### config.mk
export PLATFORM = sky130hd
export DESIGN_NAME = cmr_exec
export DESIGN_NICKNAME = d
export VERILOG_FILES = /design/src/rtl/cmr_pkg.sv /design/src/rtl/cmr_exec.sv
export VERILOG_INCLUDE_DIRS = /design/src /design/src/rtl
export SDC_FILE = /design/constraint.sdc
export NUM_CORES = 1
export LEC_CHECK = 0
export CORE_ASPECT_RATIO = 1.5
export CORE_UTILIZATION = 60
export CTS_CLUSTER_DIAMETER = 60
export CTS_CLUSTER_SIZE = 10
export DETAILED_ROUTE_END_ITERATION = 7
export DONT_BUFFER_PORTS = 1
export GPL_TIMING_DRIVEN = 0
export PLACE_DENSITY_LB_ADDON = 0.12
export SLEW_MARGIN = 20
export SYNTH_ARGS = -nofsm -noshare
export SYNTH_HDL_FRONTEND = slang
export SYNTH_SLANG_ARGS = --single-unit
export TNS_END_PERCENT = 5
### constraint.sdc
create_clock -name hclk -period 8.75 [get_ports hclk]
set_input_delay 0.4375 -clock hclk [delete_from_list [all_inputs] [get_ports hclk]]
set_output_delay 0.4375 -clock hclk [all_outputs]
set_load 0.02 [all_outputs]
### src/rtl/cmr_consts.svh
// Purpose: Constants for the move/return execute block
// Assumes: 14-bit instruction words, 15-bit program counter
// Notes:   Offsets are byte addresses on the AHB-Lite slave
`ifndef CMR_CONSTS_SVH
`define CMR_CONSTS_SVH
// Register byte offsets
`define CMR_OFF_INSTR     12'h000
`define CMR_OFF_ACC       12'h004
`define CMR_OFF_PTR0      12'h008
`define CMR_OFF_PTR1      12'h00C
`define CMR_OFF_PC        12'h010
`define CMR_OFF_STK_TOP   12'h014
`define CMR_OFF_OPTION    12'h018
`define CMR_OFF_IRQCTL    12'h01C
`define CMR_OFF_PWRCTL    12'h020
`define CMR_OFF_STATUS    12'h024
`define CMR_OFF_WRITE     12'h028
// Opcode patterns (14-bit words)
`define CMR_OP_NOP        14'h0000
`define CMR_OP_RETURN     14'h0008
`define CMR_OP_IRQ_RET    14'h0009
`define CMR_OP_OPTION     14'h0062
`define CMR_OP_RESET      14'h0001
// Top bits of the copy-to-file form and the indirect forms
`define CMR_OP_COPYF_HI   7'h01
`define CMR_OP_IND_HI     11'h003
`define CMR_OP_INDK_HI    7'h3F
// Field positions
`define CMR_IRQ_EN_BIT    7
`define CMR_RST_FLAG_BIT  2
`define CMR_FILE_ADDR_W   7
// Reset values
`define CMR_OPTION_RST    8'hFF
`define CMR_PWRCTL_RST    8'h0C
`define CMR_PC_RST        15'h0000
`define CMR_PTR_RST       16'h0000
`endif

### src/rtl/cmr_pkg.sv
// Purpose: Types shared by the move/return execute block
// Assumes: Constants come from cmr_consts.svh
// Notes:   Holds types only
package cmr_pkg;
    typedef enum logic [1:0] {
        CMR_PRE_INC,
        CMR_PRE_DEC,
        CMR_POST_INC,
        CMR_POST_DEC
    } cmr_ptr_mode_t;

    // One data-memory write produced by an executed instruction
    typedef struct packed {
        logic        valid;
        logic [15:0] addr;
        logic [7:0]  data;
    } cmr_mem_wr_t;
endpackage

### src/rtl/cmr_exec.sv
// Purpose: Executes the store, option-load, no-operation, software reset and
//          return instructions of an 8-bit core, with an AHB-Lite register view
// Assumes: Software writes an instruction word to the instruction register;
//          one write executes it; data memory lives outside and takes the
//          write strobe on mem_wr
// Notes:   Registers sit behind a zero-wait AHB-Lite slave
// Operation
// - Direct store copies accumulator into file register 0..127, one cycle, no flags
// - Pointer mode 00 pre-inc, 01 pre-dec, 10 post-inc, 11 post-dec
// - Offset form writes pointer plus signed -32..31 literal, pointer unchanged
// - Pointer ends plus one, minus one, or unchanged for offset form
// - Pre modes update before transfer, post modes transfer old value then update
// - Indirect port has no storage, access goes to pointer's address
// - Pointers are 16 bits and wrap modulo 65536
// - Indirect store and its pointer update leave all status flags alone
// - Option load copies accumulator to timer option register, one cycle, no flags
// - Software reset resets the device and clears the reset-instruction flag; the requested reset reloads power control to 0Ch, setting it again
// - Interrupt return pops stack into PC and sets enable bit 7, two cycles
// - Subroutine return pops stack into PC in two cycles, nothing else changes
//
// Our own choices: the placing of the registers and the AHB-Lite register port.
`timescale 1ns/100ps
`include "cmr_consts.svh"

module cmr_exec (
    input  wire logic                hclk,
    input  wire logic                hresetn,
    input  wire logic                hsel,
    input  wire logic [11:0]         haddr,
    input  wire logic [1:0]          htrans,
    input  wire logic                hwrite,
    input  wire logic [2:0]          hsize,
    input  wire logic [31:0]         hwdata,
    input  wire logic                hready,
    output logic      [31:0]         hrdata,
    output logic                     hreadyout,
    output logic                     hresp,
    output cmr_pkg::cmr_mem_wr_t     mem_wr,
    output logic                     soft_reset_req,
    output logic                     busy
);
    import cmr_pkg::*;

    localparam int PW = 16;

    // Bus address-phase capture
    logic        wr_pend_q;
    logic [11:0] addr_q;
    logic        rd_pend_q;

    // Architectural state
    logic [7:0]  acc_q;
    logic [PW-1:0] ptr_q [2];
    logic [14:0] pc_q;
    logic [14:0] stack_top_q;
    logic [7:0]  option_q;
    logic [7:0]  irqctl_q;
    logic [7:0]  pwrctl_q;
    logic [7:0]  status_q;
    logic        flush_q;
    logic        exec_go;
    logic [13:0] instr;

    // Decoded view of the instruction being executed
    logic          is_copy_file;
    logic          is_ind;
    logic          is_indk;
    logic          sel_n;
    cmr_ptr_mode_t mode;
    logic [5:0]    k_off;
    logic [PW-1:0] ptr_cur;
    logic [PW-1:0] ptr_inc;
    logic [PW-1:0] ptr_dec;
    logic [PW-1:0] ptr_new;
    logic [PW-1:0] eff_addr;

    assign hreadyout = 1'b1;
    assign hresp     = 1'b0;
    assign busy      = flush_q;

    // Capture address phase; zero wait states
    always_ff @(posedge hclk or negedge hresetn) begin
        if (!hresetn) begin
            wr_pend_q <= 1'b0;
            rd_pend_q <= 1'b0;
            addr_q    <= 12'h000;
        end else if (hready) begin
            wr_pend_q <= hsel && htrans[1] && hwrite;
            rd_pend_q <= hsel && htrans[1] && !hwrite;
            addr_q    <= haddr;
        end
    end

    // A write to the instruction register executes it in that data phase
    assign instr   = hwdata[13:0];
    assign exec_go = wr_pend_q && (addr_q == `CMR_OFF_INSTR);

    // Instruction field decode; the select bit picks the pointer in both
    // indirect forms, bit 2 here and bit 6 in the offset form
    always_comb begin
        is_copy_file = (instr[13:7] == `CMR_OP_COPYF_HI);
        is_ind       = (instr[13:3] == `CMR_OP_IND_HI);
        is_indk      = (instr[13:7] == `CMR_OP_INDK_HI);
        sel_n        = is_indk ? instr[6] : instr[2];
        mode         = cmr_ptr_mode_t'(instr[1:0]);
        k_off        = instr[5:0];
    end

    // Pointer arithmetic wraps naturally at 16 bits
    always_comb begin
        ptr_cur = ptr_q[sel_n];
        ptr_inc = PW'(ptr_cur + 16'h0001);
        ptr_dec = PW'(ptr_cur - 16'h0001);
        unique case (mode)
            CMR_PRE_INC, CMR_POST_INC: ptr_new = ptr_inc;
            CMR_PRE_DEC, CMR_POST_DEC: ptr_new = ptr_dec;
        endcase
        if (is_indk) begin
            // Sign-extended literal; the pointer itself is left alone
            eff_addr = PW'(ptr_cur + {{10{k_off[5]}}, k_off});
        end else if (mode == CMR_PRE_INC || mode == CMR_PRE_DEC) begin
            eff_addr = ptr_new;
        end else begin
            eff_addr = ptr_cur;
        end
    end

    // Data-memory write strobe; the indirect port is only a redirect
    always_ff @(posedge hclk or negedge hresetn) begin
        if (!hresetn) begin
            mem_wr <= '0;
        end else begin
            mem_wr.valid <= 1'b0;
            if (exec_go && !flush_q && is_copy_file) begin
                mem_wr <= '{1'b1, {9'h000, instr[6:0]}, acc_q};
            end else if (exec_go && !flush_q && (is_ind || is_indk)) begin
                mem_wr <= '{1'b1, eff_addr, acc_q};
            end
        end
    end

    // Pointer registers; one generate lane each
    for (genvar n = 0; n < 2; n++) begin : g_ptr
        always_ff @(posedge hclk or negedge hresetn) begin
            if (!hresetn) begin
                ptr_q[n] <= `CMR_PTR_RST;
            end else if (wr_pend_q && addr_q == (n == 0 ? `CMR_OFF_PTR0 : `CMR_OFF_PTR1)) begin
                ptr_q[n] <= hwdata[PW-1:0];
            end else if (exec_go && !flush_q && is_ind && sel_n == 1'(n)) begin
                ptr_q[n] <= ptr_new;
            end
        end
    end

    // Accumulator and status: software-loaded, never touched by these ops
    always_ff @(posedge hclk or negedge hresetn) begin
        if (!hresetn) begin
            acc_q    <= 8'h00;
            status_q <= 8'h00;
        end else begin
            if (wr_pend_q && addr_q == `CMR_OFF_ACC) begin
                acc_q <= hwdata[7:0];
            end
            // Flags only change by direct software write
            if (wr_pend_q && addr_q == `CMR_OFF_STATUS) begin
                status_q <= hwdata[7:0];
            end
        end
    end

    // Timer option register
    always_ff @(posedge hclk or negedge hresetn) begin
        if (!hresetn) begin
            option_q <= `CMR_OPTION_RST;
        end else if (exec_go && !flush_q && instr == `CMR_OP_OPTION) begin
            option_q <= acc_q;
        end else if (wr_pend_q && addr_q == `CMR_OFF_OPTION) begin
            option_q <= hwdata[7:0];
        end
    end

    // Program counter, stack top and the discard slot after a return
    always_ff @(posedge hclk or negedge hresetn) begin
        if (!hresetn) begin
            pc_q    <= `CMR_PC_RST;
            stack_top_q <= 15'h0000;
            flush_q     <= 1'b0;
        end else if (exec_go && flush_q) begin
            // Prefetched word is dropped, PC already holds the return address
            flush_q <= 1'b0;
        end else if (exec_go && (instr == `CMR_OP_RETURN || instr == `CMR_OP_IRQ_RET)) begin
            pc_q    <= stack_top_q;
            flush_q <= 1'b1;
        end else if (exec_go) begin
            pc_q <= 15'(pc_q + 15'h0001);
        end else begin
            if (wr_pend_q && addr_q == `CMR_OFF_PC) begin
                pc_q <= hwdata[14:0];
            end
            if (wr_pend_q && addr_q == `CMR_OFF_STK_TOP) begin
                stack_top_q <= hwdata[14:0];
            end
        end
    end

    // Interrupt control; of the instructions only the interrupt return sets the global enable
    always_ff @(posedge hclk or negedge hresetn) begin
        if (!hresetn) begin
            irqctl_q <= 8'h00;
        end else if (exec_go && !flush_q && instr == `CMR_OP_IRQ_RET) begin
            irqctl_q[`CMR_IRQ_EN_BIT] <= 1'b1;
        end else if (wr_pend_q && addr_q == `CMR_OFF_IRQCTL) begin
            irqctl_q <= hwdata[7:0];
        end
    end

    // Power control flag and the reset request toward the reset controller
    always_ff @(posedge hclk or negedge hresetn) begin
        if (!hresetn) begin
            pwrctl_q       <= `CMR_PWRCTL_RST;
            soft_reset_req <= 1'b0;
        end else if (exec_go && !flush_q && instr == `CMR_OP_RESET) begin
            pwrctl_q[`CMR_RST_FLAG_BIT] <= 1'b0;
            soft_reset_req        <= 1'b1;
        end else if (wr_pend_q && addr_q == `CMR_OFF_PWRCTL) begin
            pwrctl_q <= hwdata[7:0];
        end
    end

    // Read mux; unmapped reads return zero
    always_comb begin
        hrdata = 32'h0000_0000;
        if (rd_pend_q) begin
            unique case (addr_q)
                `CMR_OFF_ACC:    hrdata = {24'h000000, acc_q};
                `CMR_OFF_PTR0:   hrdata = {16'h0000, ptr_q[0]};
                `CMR_OFF_PTR1:   hrdata = {16'h0000, ptr_q[1]};
                `CMR_OFF_PC:     hrdata = {17'h00000, pc_q};
                `CMR_OFF_STK_TOP: hrdata = {17'h00000, stack_top_q};
                `CMR_OFF_OPTION: hrdata = {24'h000000, option_q};
                `CMR_OFF_IRQCTL: hrdata = {24'h000000, irqctl_q};
                `CMR_OFF_PWRCTL: hrdata = {24'h000000, pwrctl_q};
                `CMR_OFF_STATUS: hrdata = {24'h000000, status_q};
                `CMR_OFF_WRITE:  hrdata = {7'h00, mem_wr.valid, mem_wr.addr, mem_wr.data};
                default:         hrdata = 32'h0000_0000;
            endcase
        end
    end

    // Direct store lands on the operand address with the accumulator value
    file_store_a: assert property (@(posedge hclk) disable iff (!hresetn)
        exec_go && !flush_q && is_copy_file |=> mem_wr.valid
            && mem_wr.addr == {9'h000, $past(instr[6:0])} && mem_wr.data == $past(acc_q))
        else $error("direct store wrong");

    // Offset form leaves pointers as they were; a bus write cannot hit them then
    offset_ptr_a: assert property (@(posedge hclk) disable iff (!hresetn)
        exec_go && !flush_q && is_indk |=> ptr_q[0] == $past(ptr_q[0])
            && ptr_q[1] == $past(ptr_q[1]))
        else $error("offset form moved pointer");

    // Only the selected pointer may move
    other_ptr_a: assert property (@(posedge hclk) disable iff (!hresetn)
        exec_go && !flush_q && is_ind |=> ptr_q[~$past(sel_n)] == $past(ptr_q[~sel_n]))
        else $error("unselected pointer moved");

    // Pre modes write at the pointer's new value
    pre_inc_a: assert property (@(posedge hclk) disable iff (!hresetn)
        exec_go && !flush_q && is_ind && mode == CMR_PRE_INC |=>
            mem_wr.valid && mem_wr.addr == ptr_q[$past(sel_n)])
        else $error("pre-increment address wrong");

    pre_dec_a: assert property (@(posedge hclk) disable iff (!hresetn)
        exec_go && !flush_q && is_ind && mode == CMR_PRE_DEC |=>
            mem_wr.valid && mem_wr.addr == ptr_q[$past(sel_n)])
        else $error("pre-decrement address wrong");

    // Post modes write at the old value, one step behind the moved pointer
    post_inc_a: assert property (@(posedge hclk) disable iff (!hresetn)
        exec_go && !flush_q && is_ind && mode == CMR_POST_INC |=>
            mem_wr.valid && mem_wr.addr == 16'(ptr_q[$past(sel_n)] - 16'h0001))
        else $error("post-increment address wrong");

    post_dec_a: assert property (@(posedge hclk) disable iff (!hresetn)
        exec_go && !flush_q && is_ind && mode == CMR_POST_DEC |=>
            mem_wr.valid && mem_wr.addr == 16'(ptr_q[$past(sel_n)] + 16'h0001))
        else $error("post-decrement address wrong");

    // Pointer wraps from FFFF to 0000
    ptr_wrap_a: assert property (@(posedge hclk) disable iff (!hresetn)
        exec_go && !flush_q && is_ind && ptr_cur == 16'hFFFF && !instr[0] |=>
            ptr_q[$past(sel_n)] == 16'h0000)
        else $error("pointer did not wrap");

    // Decrement modes step the selected pointer down by one
    ptr_down_a: assert property (@(posedge hclk) disable iff (!hresetn)
        exec_go && !flush_q && is_ind && instr[0] |=>
            ptr_q[$past(sel_n)] == 16'($past(ptr_cur) - 16'h0001))
        else $error("pointer did not step down");

    // Stores never disturb status
    status_keep_a: assert property (@(posedge hclk) disable iff (!hresetn)
        exec_go && (is_ind || is_indk || is_copy_file) && addr_q != `CMR_OFF_STATUS |=>
            $stable(status_q))
        else $error("status changed by store");

    // Option load copies the accumulator
    option_load_a: assert property (@(posedge hclk) disable iff (!hresetn)
        exec_go && !flush_q && instr == `CMR_OP_OPTION |=> option_q == $past(acc_q))
        else $error("option load wrong");

    // Software reset clears the flag and requests reset
    soft_reset_a: assert property (@(posedge hclk) disable iff (!hresetn)
        exec_go && !flush_q && instr == `CMR_OP_RESET |=>
            soft_reset_req && !pwrctl_q[`CMR_RST_FLAG_BIT])
        else $error("software reset missed");

    // The request holds until the external reset answers it; nothing else clears it
    reset_hold_a: assert property (@(posedge hclk) disable iff (!hresetn)
        soft_reset_req |=> soft_reset_req)
        else $error("reset request dropped");

    // Interrupt return loads PC, sets enable, and swallows the next word
    irq_return_a: assert property (@(posedge hclk) disable iff (!hresetn)
        exec_go && !flush_q && instr == `CMR_OP_IRQ_RET |=>
            pc_q == $past(stack_top_q) && irqctl_q[`CMR_IRQ_EN_BIT] && flush_q)
        else $error("interrupt return wrong");

    // Subroutine return leaves the interrupt enable alone
    return_a: assert property (@(posedge hclk) disable iff (!hresetn)
        exec_go && !flush_q && instr == `CMR_OP_RETURN |=>
            pc_q == $past(stack_top_q) && $stable(irqctl_q) && flush_q)
        else $error("subroutine return wrong");

    // A discarded word changes nothing and empties the discard slot
    flush_drop_a: assert property (@(posedge hclk) disable iff (!hresetn)
        exec_go && flush_q |=>
            !mem_wr.valid && !flush_q && pc_q == $past(pc_q))
        else $error("discarded word took effect");

    // No-operation only steps the PC
    nop_step_a: assert property (@(posedge hclk) disable iff (!hresetn)
        exec_go && !flush_q && instr == `CMR_OP_NOP |=>
            pc_q == 15'($past(pc_q) + 15'h0001) && !mem_wr.valid)
        else $error("no-operation changed state");

endmodule // cmr_exec

==> impl_metrics.toml, run 1 <==
[place]
portBuffers = 0
dpl_worst_slack_ns = 3.58
dpl_cell_area_um2 = 9530
hpwl_mm = 22.6
gp_congestion = 0.971

[cts]
cts_made_buffers = 17
cts_root_buf = "clkbuf_16"
cts.path.max_buffers = 2
clk_pin_slew_ns = 0.07
cts_tree = "built"
htree_num_levels = 4
cts_sinks = 143
clkLatencyLatePin_ns = 0.43
cts_setup_buffers = 0

[grt]
overflow = 0
grt_use_met2_pct = 65.1
grt_max_degree = 144
met1_usage_pct = 45.5
grt_pass1_wl_mm = 47.5
grt-busiest-layer = "met2"
grtUsageTotal_pct = 40.6
use_met3_pct = 10.3
antenna_found_initial = 0
grt_pass1_vias = 8487

[route]
dr_total_vias = 8526
route.detailed.drc = 0
drtPass1Iterations = 8
viasPerCell = 6.88
drt.antenna.violating_nets = 0
drt-total-wl_mm = 30.7
wl_per_cell_um = 24.8
drtIter0Drc = 770

[timing]
timing.final.crit_share_pct = 55.0
drv_slew = 0
clock.fmax_mhz = 208
relSlewSlack_pct = 19.1
worst_pin_slew_ns = 1.20
min_period_ns = 4.81
holdWs_ns = -0.0349
fin_setup_tns_ns = 0
report.final.hold_viol_count = 11
rsz0062_at_grt = "no"
fin_skew_ns = 0.0119
setup_viol = 0
timing.final.ws_setup_ns = 3.94

[setup_path]
cp_data_required_time_ns = 9.06
critPathCaptureType = "flop"
r2r_cells = 10
cp.arrival_ns = 5.12
regToRegSetupSlack_ns = 5.01
crit_start = "hwdata[12]"
start_kind = "input pin"
r2r-start = "ptr_q[16]"
critPathMaxFanout = 10
critPathKind = "in2reg"

[synthesis]
synth.area.top_cells = "dfrtp_1, mux2_2, nand2_1, a22oi_1, ha_1"
yosysWarnings = 0
synth_xor_area_share_pct = 2.84
syn_area_per_cell_um2 = 9.24
synth_edf_count = 0
yosys-mux-area-fraction_pct = 9.99
mappedNetlistArea_um2 = 9250
synth-adder-area-share_pct = 4.49
synthCells = 1001
synth_compound_area_share_pct = 22.8
synth_top_area_share_pct = 36.0
synth_most_common_cell = "nand2_1"
synth-main-ff-cell = "dfrtp_1"
async_reset_ff_share_pct = 100
yosys.area.top_type = "dfrtp_1"
synth_seq_cells = 143
synthSimpleGateAreaFrac_pct = 17.0
ys_seq_area_share_pct = 38.8
synth.distinct_cells = 77
synth_common_cells = "nand2_1, dfrtp_1, a21oi_1, nor2_1, a22oi_1"
synth_top_family_by_area = "compound AO/OA/AOI/OAI gates"

[pwr]
power.density_nw_per_um2 = 157
ir_drop_mv = 0.140
leakagePower_nw = 4.45

[worst_hold_path]
holdCritPathClass = "in2async"

[status]
violations = "negative hold slack"
status = "finished with violations"

[die]
dieArea_um2 = 15900
die_h_um = 154
num_rows = 55
fp.dieW_um = 103
num_io_pins = 115
start_util_pct = 61.4
fp.coreArea_um2 = 15100

[cells_and_area]
antenna_cells = 0
design_area_um2 = 10200
final_layout_size_suffix_gt1_share_pct = 13.2
syn_to_final_growth_pct = 9.98
nNetsFinal = 1114
n_fill_cell = 1208

[job]
maxCapViolCount = 0
layout by cell type (no fill, tap or decap), drive strengths merged, types with 8 or more instances in the layout:
| master | instances |
|---|---|
| nor3 | 20 |
| clkinv | 10 |
| nor2 | 72 |
| mux2i | 17 |
| a31oi | 17 |
| inv | 13 |
| dfrtp | 133 |
| and3 | 8 |
| nand4 | 8 |
| nand3 | 12 |
| clkbuf | 60 |
| nand2 | 134 |
| ha | 30 |
| mux2 | 67 |
| o211ai | 8 |
| dfstp | 10 |
| a222oi | 9 |
| xnor2 | 18 |
| a21o | 19 |
| buf | 25 |
| a211oi | 15 |
| a21oi | 66 |
| a221oi | 9 |
| and2 | 15 |
| o21ai | 66 |
| a22oi | 56 |
| conb | 9 |
| xor2 | 12 |
where the power goes:
group	internal (mW)	switching, mW	total (mW)
Combinational	0.0440	0.0842	0.128
Clock	0.477	0.297	0.775
Sequential	0.676	0.0139	0.690
critical path, cell delays in order:
cell and delay, ns:
nand4_1 0.31, or2_1 0.33, buf_2 0.17, mux2i_1 0.19
buf_4 0.26, buf_6 0.20, mux2i_1 0.31, inv_1 0.14
ha_1 0.26, fa_1 0.46, a211oi_1 0.32, o21ai_1 0.17
a2111oi_0 0.73, o31ai_1 0.27, xor2_1 0.19, a221o_1 0.35
metal layers:
metal | part of all wire, % | wire, µm
met5 | 0 | 0
met4 | 8.2 | 2530
met3 | 8.1 | 2480
met2 | 48 | 14800
met1 | 35 | 10900
sequential cells by signal (all words and copies together), names as in the netlist, 12 cells and up:
name	count
ptr_q	32
mem_wr	25
pc_q	15
addr_q	12
stack_top_q	15
cell type report:
| type | count | area (µm²) | share of cell area, % |
|---|---|---|---|
| buffer | 66 | 314 | 3.09 |
| clock buffer | 18 | 429 | 4.22 |
| clock inverter | 14 | 191 | 1.88 |
| inverter | 14 | 52.6 | 0.516 |
| multi-input combinational | 785 | 5320 | 52.3 |
| sequential | 143 | 3590 | 35.3 |
| tap | 199 | 249 | 2.45 |
| timing repair buffer | 1 | 27.5 | 0.271 |
what timing repair did:
| action | in CTS | in global routing |
|---|---|---|
| resized for setup | 0 | 0 |
| hold endpoints to repair | 143 | 0 |
| hold buffers | 1 | 0 |
final timing paths:
kind	to
worst max-delay path	mem_wr[20]
worst min-delay path	status_q[6]
worst max register to register	mem_wr[20]
worst min register to register	option_q[0]
max in group asynchronous	stack_top_q[13]
min in group hclk	ptr_q[10]
metrics by stage:
stage | std cells | hold slack [ns] | total power [mW] | utilization (%)
6_report | 1240 | -0.0349 | 1.59 | 67.5
3_3_place_gp | 1207 | 0.147 | 0.809 | 63.2
2_1_floorplan | 1008 | 0.142 | 0.782 | -
3_5_place_dp | 1207 | 0.147 | 0.812 | 63.2
4_1_cts | 1240 | 0.0517 | 1.59 | 67.5
5_1_grt | 1240 | 0.0612 | 1.63 | 67.5
cells by family after synthesis:
group / Yosys count
muxes: 84
adders and majority gates: 32
AOI/OAI and AO/OA: 316
and+or+nand+nor: 314
DFF: 143
buffers and inverters: 80
xor gates and xnor gates: 30
other: 2
No activity file was read; power rests on OpenSTA's default activity.
==> run 2: changes to the inputs <==
clock period = 5.03 ns   (was 8.75 ns; I/O delays follow)
==> impl_metrics.toml, run 2 (synthesized netlist as in run 1, its figures left out) <==
[grt]
grt_max_degree = 144
antenna_found_initial = 0
overflow = 0
grt_pass1_wl_mm = 47.5
grtUsageTotal_pct = 40.5
grt_pass1_vias = 8554

[place]
dpl_worst_slack_ns = 0.0453
hpwl_mm = 22.6
portBuffers = 0
gp_congestion = 0.971
place_inst = 1207

[cells_and_area]
antenna_cells = 0
n_fill_cell = 1181
largest-register = "ptr_q"
final_layout_size_suffix_gt1_share_pct = 12.9
largest_register_ffs = 32
syn_to_final_growth_pct = 12.3
nNetsFinal = 1135
multi_input_area_um2 = 5320
stdcell_count = 1261
ff_latch_area_um2 = 3590
reg_top3 = "ptr_q (32), mem_wr (25)"
mostFrequentLayoutCell = "nand2_1"
final_cell_mix = "nand2_1, dfrtp_1, a21oi_1, nor2_1, a22oi_1"

[pwr]
ir_drop_mv = 0.244
power.density_nw_per_um2 = 268
leakagePower_nw = 4.54

[route]
drtPass1Iterations = 7
drt-total-wl_mm = 30.9
route.detailed.drc = 0
wl_per_cell_um = 24.5
dr_total_vias = 8651
drtIter0Drc = 751
viasPerCell = 6.86
drt.antenna.violating_nets = 0

[cts]
cts_sinks = 143
clkLatencyLatePin_ns = 0.43
cts_setup_buffers = 0
htree_num_levels = 4
cts_tree = "built"
clk_pin_slew_ns = 0.07
cts_made_buffers = 17
cts_root_buf = "clkbuf_16"
cts.path.max_buffers = 2

[timing]
timing.final.ws_setup_ns = 0.515
fin_skew_ns = 0.0143
fin_setup_tns_ns = 0
relSlewSlack_pct = 19.8
rsz0062_at_grt = "no"
clock.fmax_mhz = 221
worst_pin_slew_ns = 1.19
min_period_ns = 4.51
timing.final.crit_share_pct = 89.8
setup_viol = 0
drv_slew = 0
report.final.hold_viol_count = 0

[setup_path]
cp.arrival_ns = 4.83
start_kind = "input pin"
critPathMaxFanout = 10
critPathCaptureType = "flop"
critPathKind = "in2reg"
cp_data_required_time_ns = 5.35
r2r_cells = 10

[die]
fp.coreArea_um2 = 15100
start_util_pct = 61.4
fp.dieW_um = 103
die_h_um = 154
num_rows = 55
dieArea_um2 = 15900
num_io_pins = 115

[worst_hold_path]
worstHoldPathCells = 2
holdCritPathClass = "in2reg"

[job]
maxCapViolCount = 0

[status]
status = "completed"
[run 2: changes by cell type in the layout (fill, tap and decap cells not counted)]
cell	before	now
a2111oi_0	3	2
a2111oi_1	0	1
dlygate4sd3_1	0	21
[run 2: what timing repair did]
item	in CTS	in global routing
setup endpoints to repair	0	1
hold endpoints to repair	174	0
resized for setup	0	1
hold buffers	22	0
[run 2: routing by layer]
metal  up-vias  share of wire, %  track usage, %
li1       3808                 -               -
met1      4145                34            44.8
met3       190               8.8            10.3
met5         -                 0               0
met4         0               8.6            31.8
met2       508                48            64.9
[run 2: critical path, stage by stage]
cell	delay [ns]
nand4_1	0.34
or2_1	0.35
buf_2	0.17
mux2i_1	0.19
buf_4	0.26
buf_6	0.20
mux2i_1	0.31
inv_1	0.14
ha_1	0.25
fa_1	0.46
a211oi_1	0.32
o21ai_1	0.18
a2111oi_1	0.61
o31ai_1	0.25
xor2_1	0.18
a221o_1	0.35
[run 2: final cells by class]
type                       instances  share of cell area [%]
clock buffer                      18                    4.13
timing repair buffer              22                    2.29
inverter                          14                   0.506
multi-input combinational        785                    51.2
clock inverter                    14                    1.84
sequential                       143                    34.6
buffer                            66                    3.02
tap                              199                    2.40
[run 2: power breakdown]
group / internal [mW] / switching, mW
Combinational: 0.0873 / 0.151
Sequential: 1.18 / 0.0244
Clock: 0.831 / 0.520
[run 2: through the flow]
step                power (mW)  hold WS [ns]  utilization, %  cell area [µm²]
global placement          1.41       -0.0388            63.2             9530
floorplan                 1.36       -0.0441               -             9280
finish                    2.79       0.00192            68.9            10400
detailed placement        1.41       -0.0393            63.2             9530
global route              2.86        0.0227            68.9            10400
CTS                       2.78       0.00332            68.9            10400
[run 2: final timing paths]
kind / from / end / slack, ns
setup reg to reg: ptr_q[16] / mem_wr[20] / 1.45
max in group asynchronous: hresetn / pc_q[2] / 3.99
min in group asynchronous: hresetn / status_q[6] / 0.45
hold reg to reg: option_q[5] / option_q[5] / 0.46
setup / recovery: hwdata[12] / mem_wr[20] / 0.52
hold / removal: hwdata[14] / ptr_q[14] / 0.002
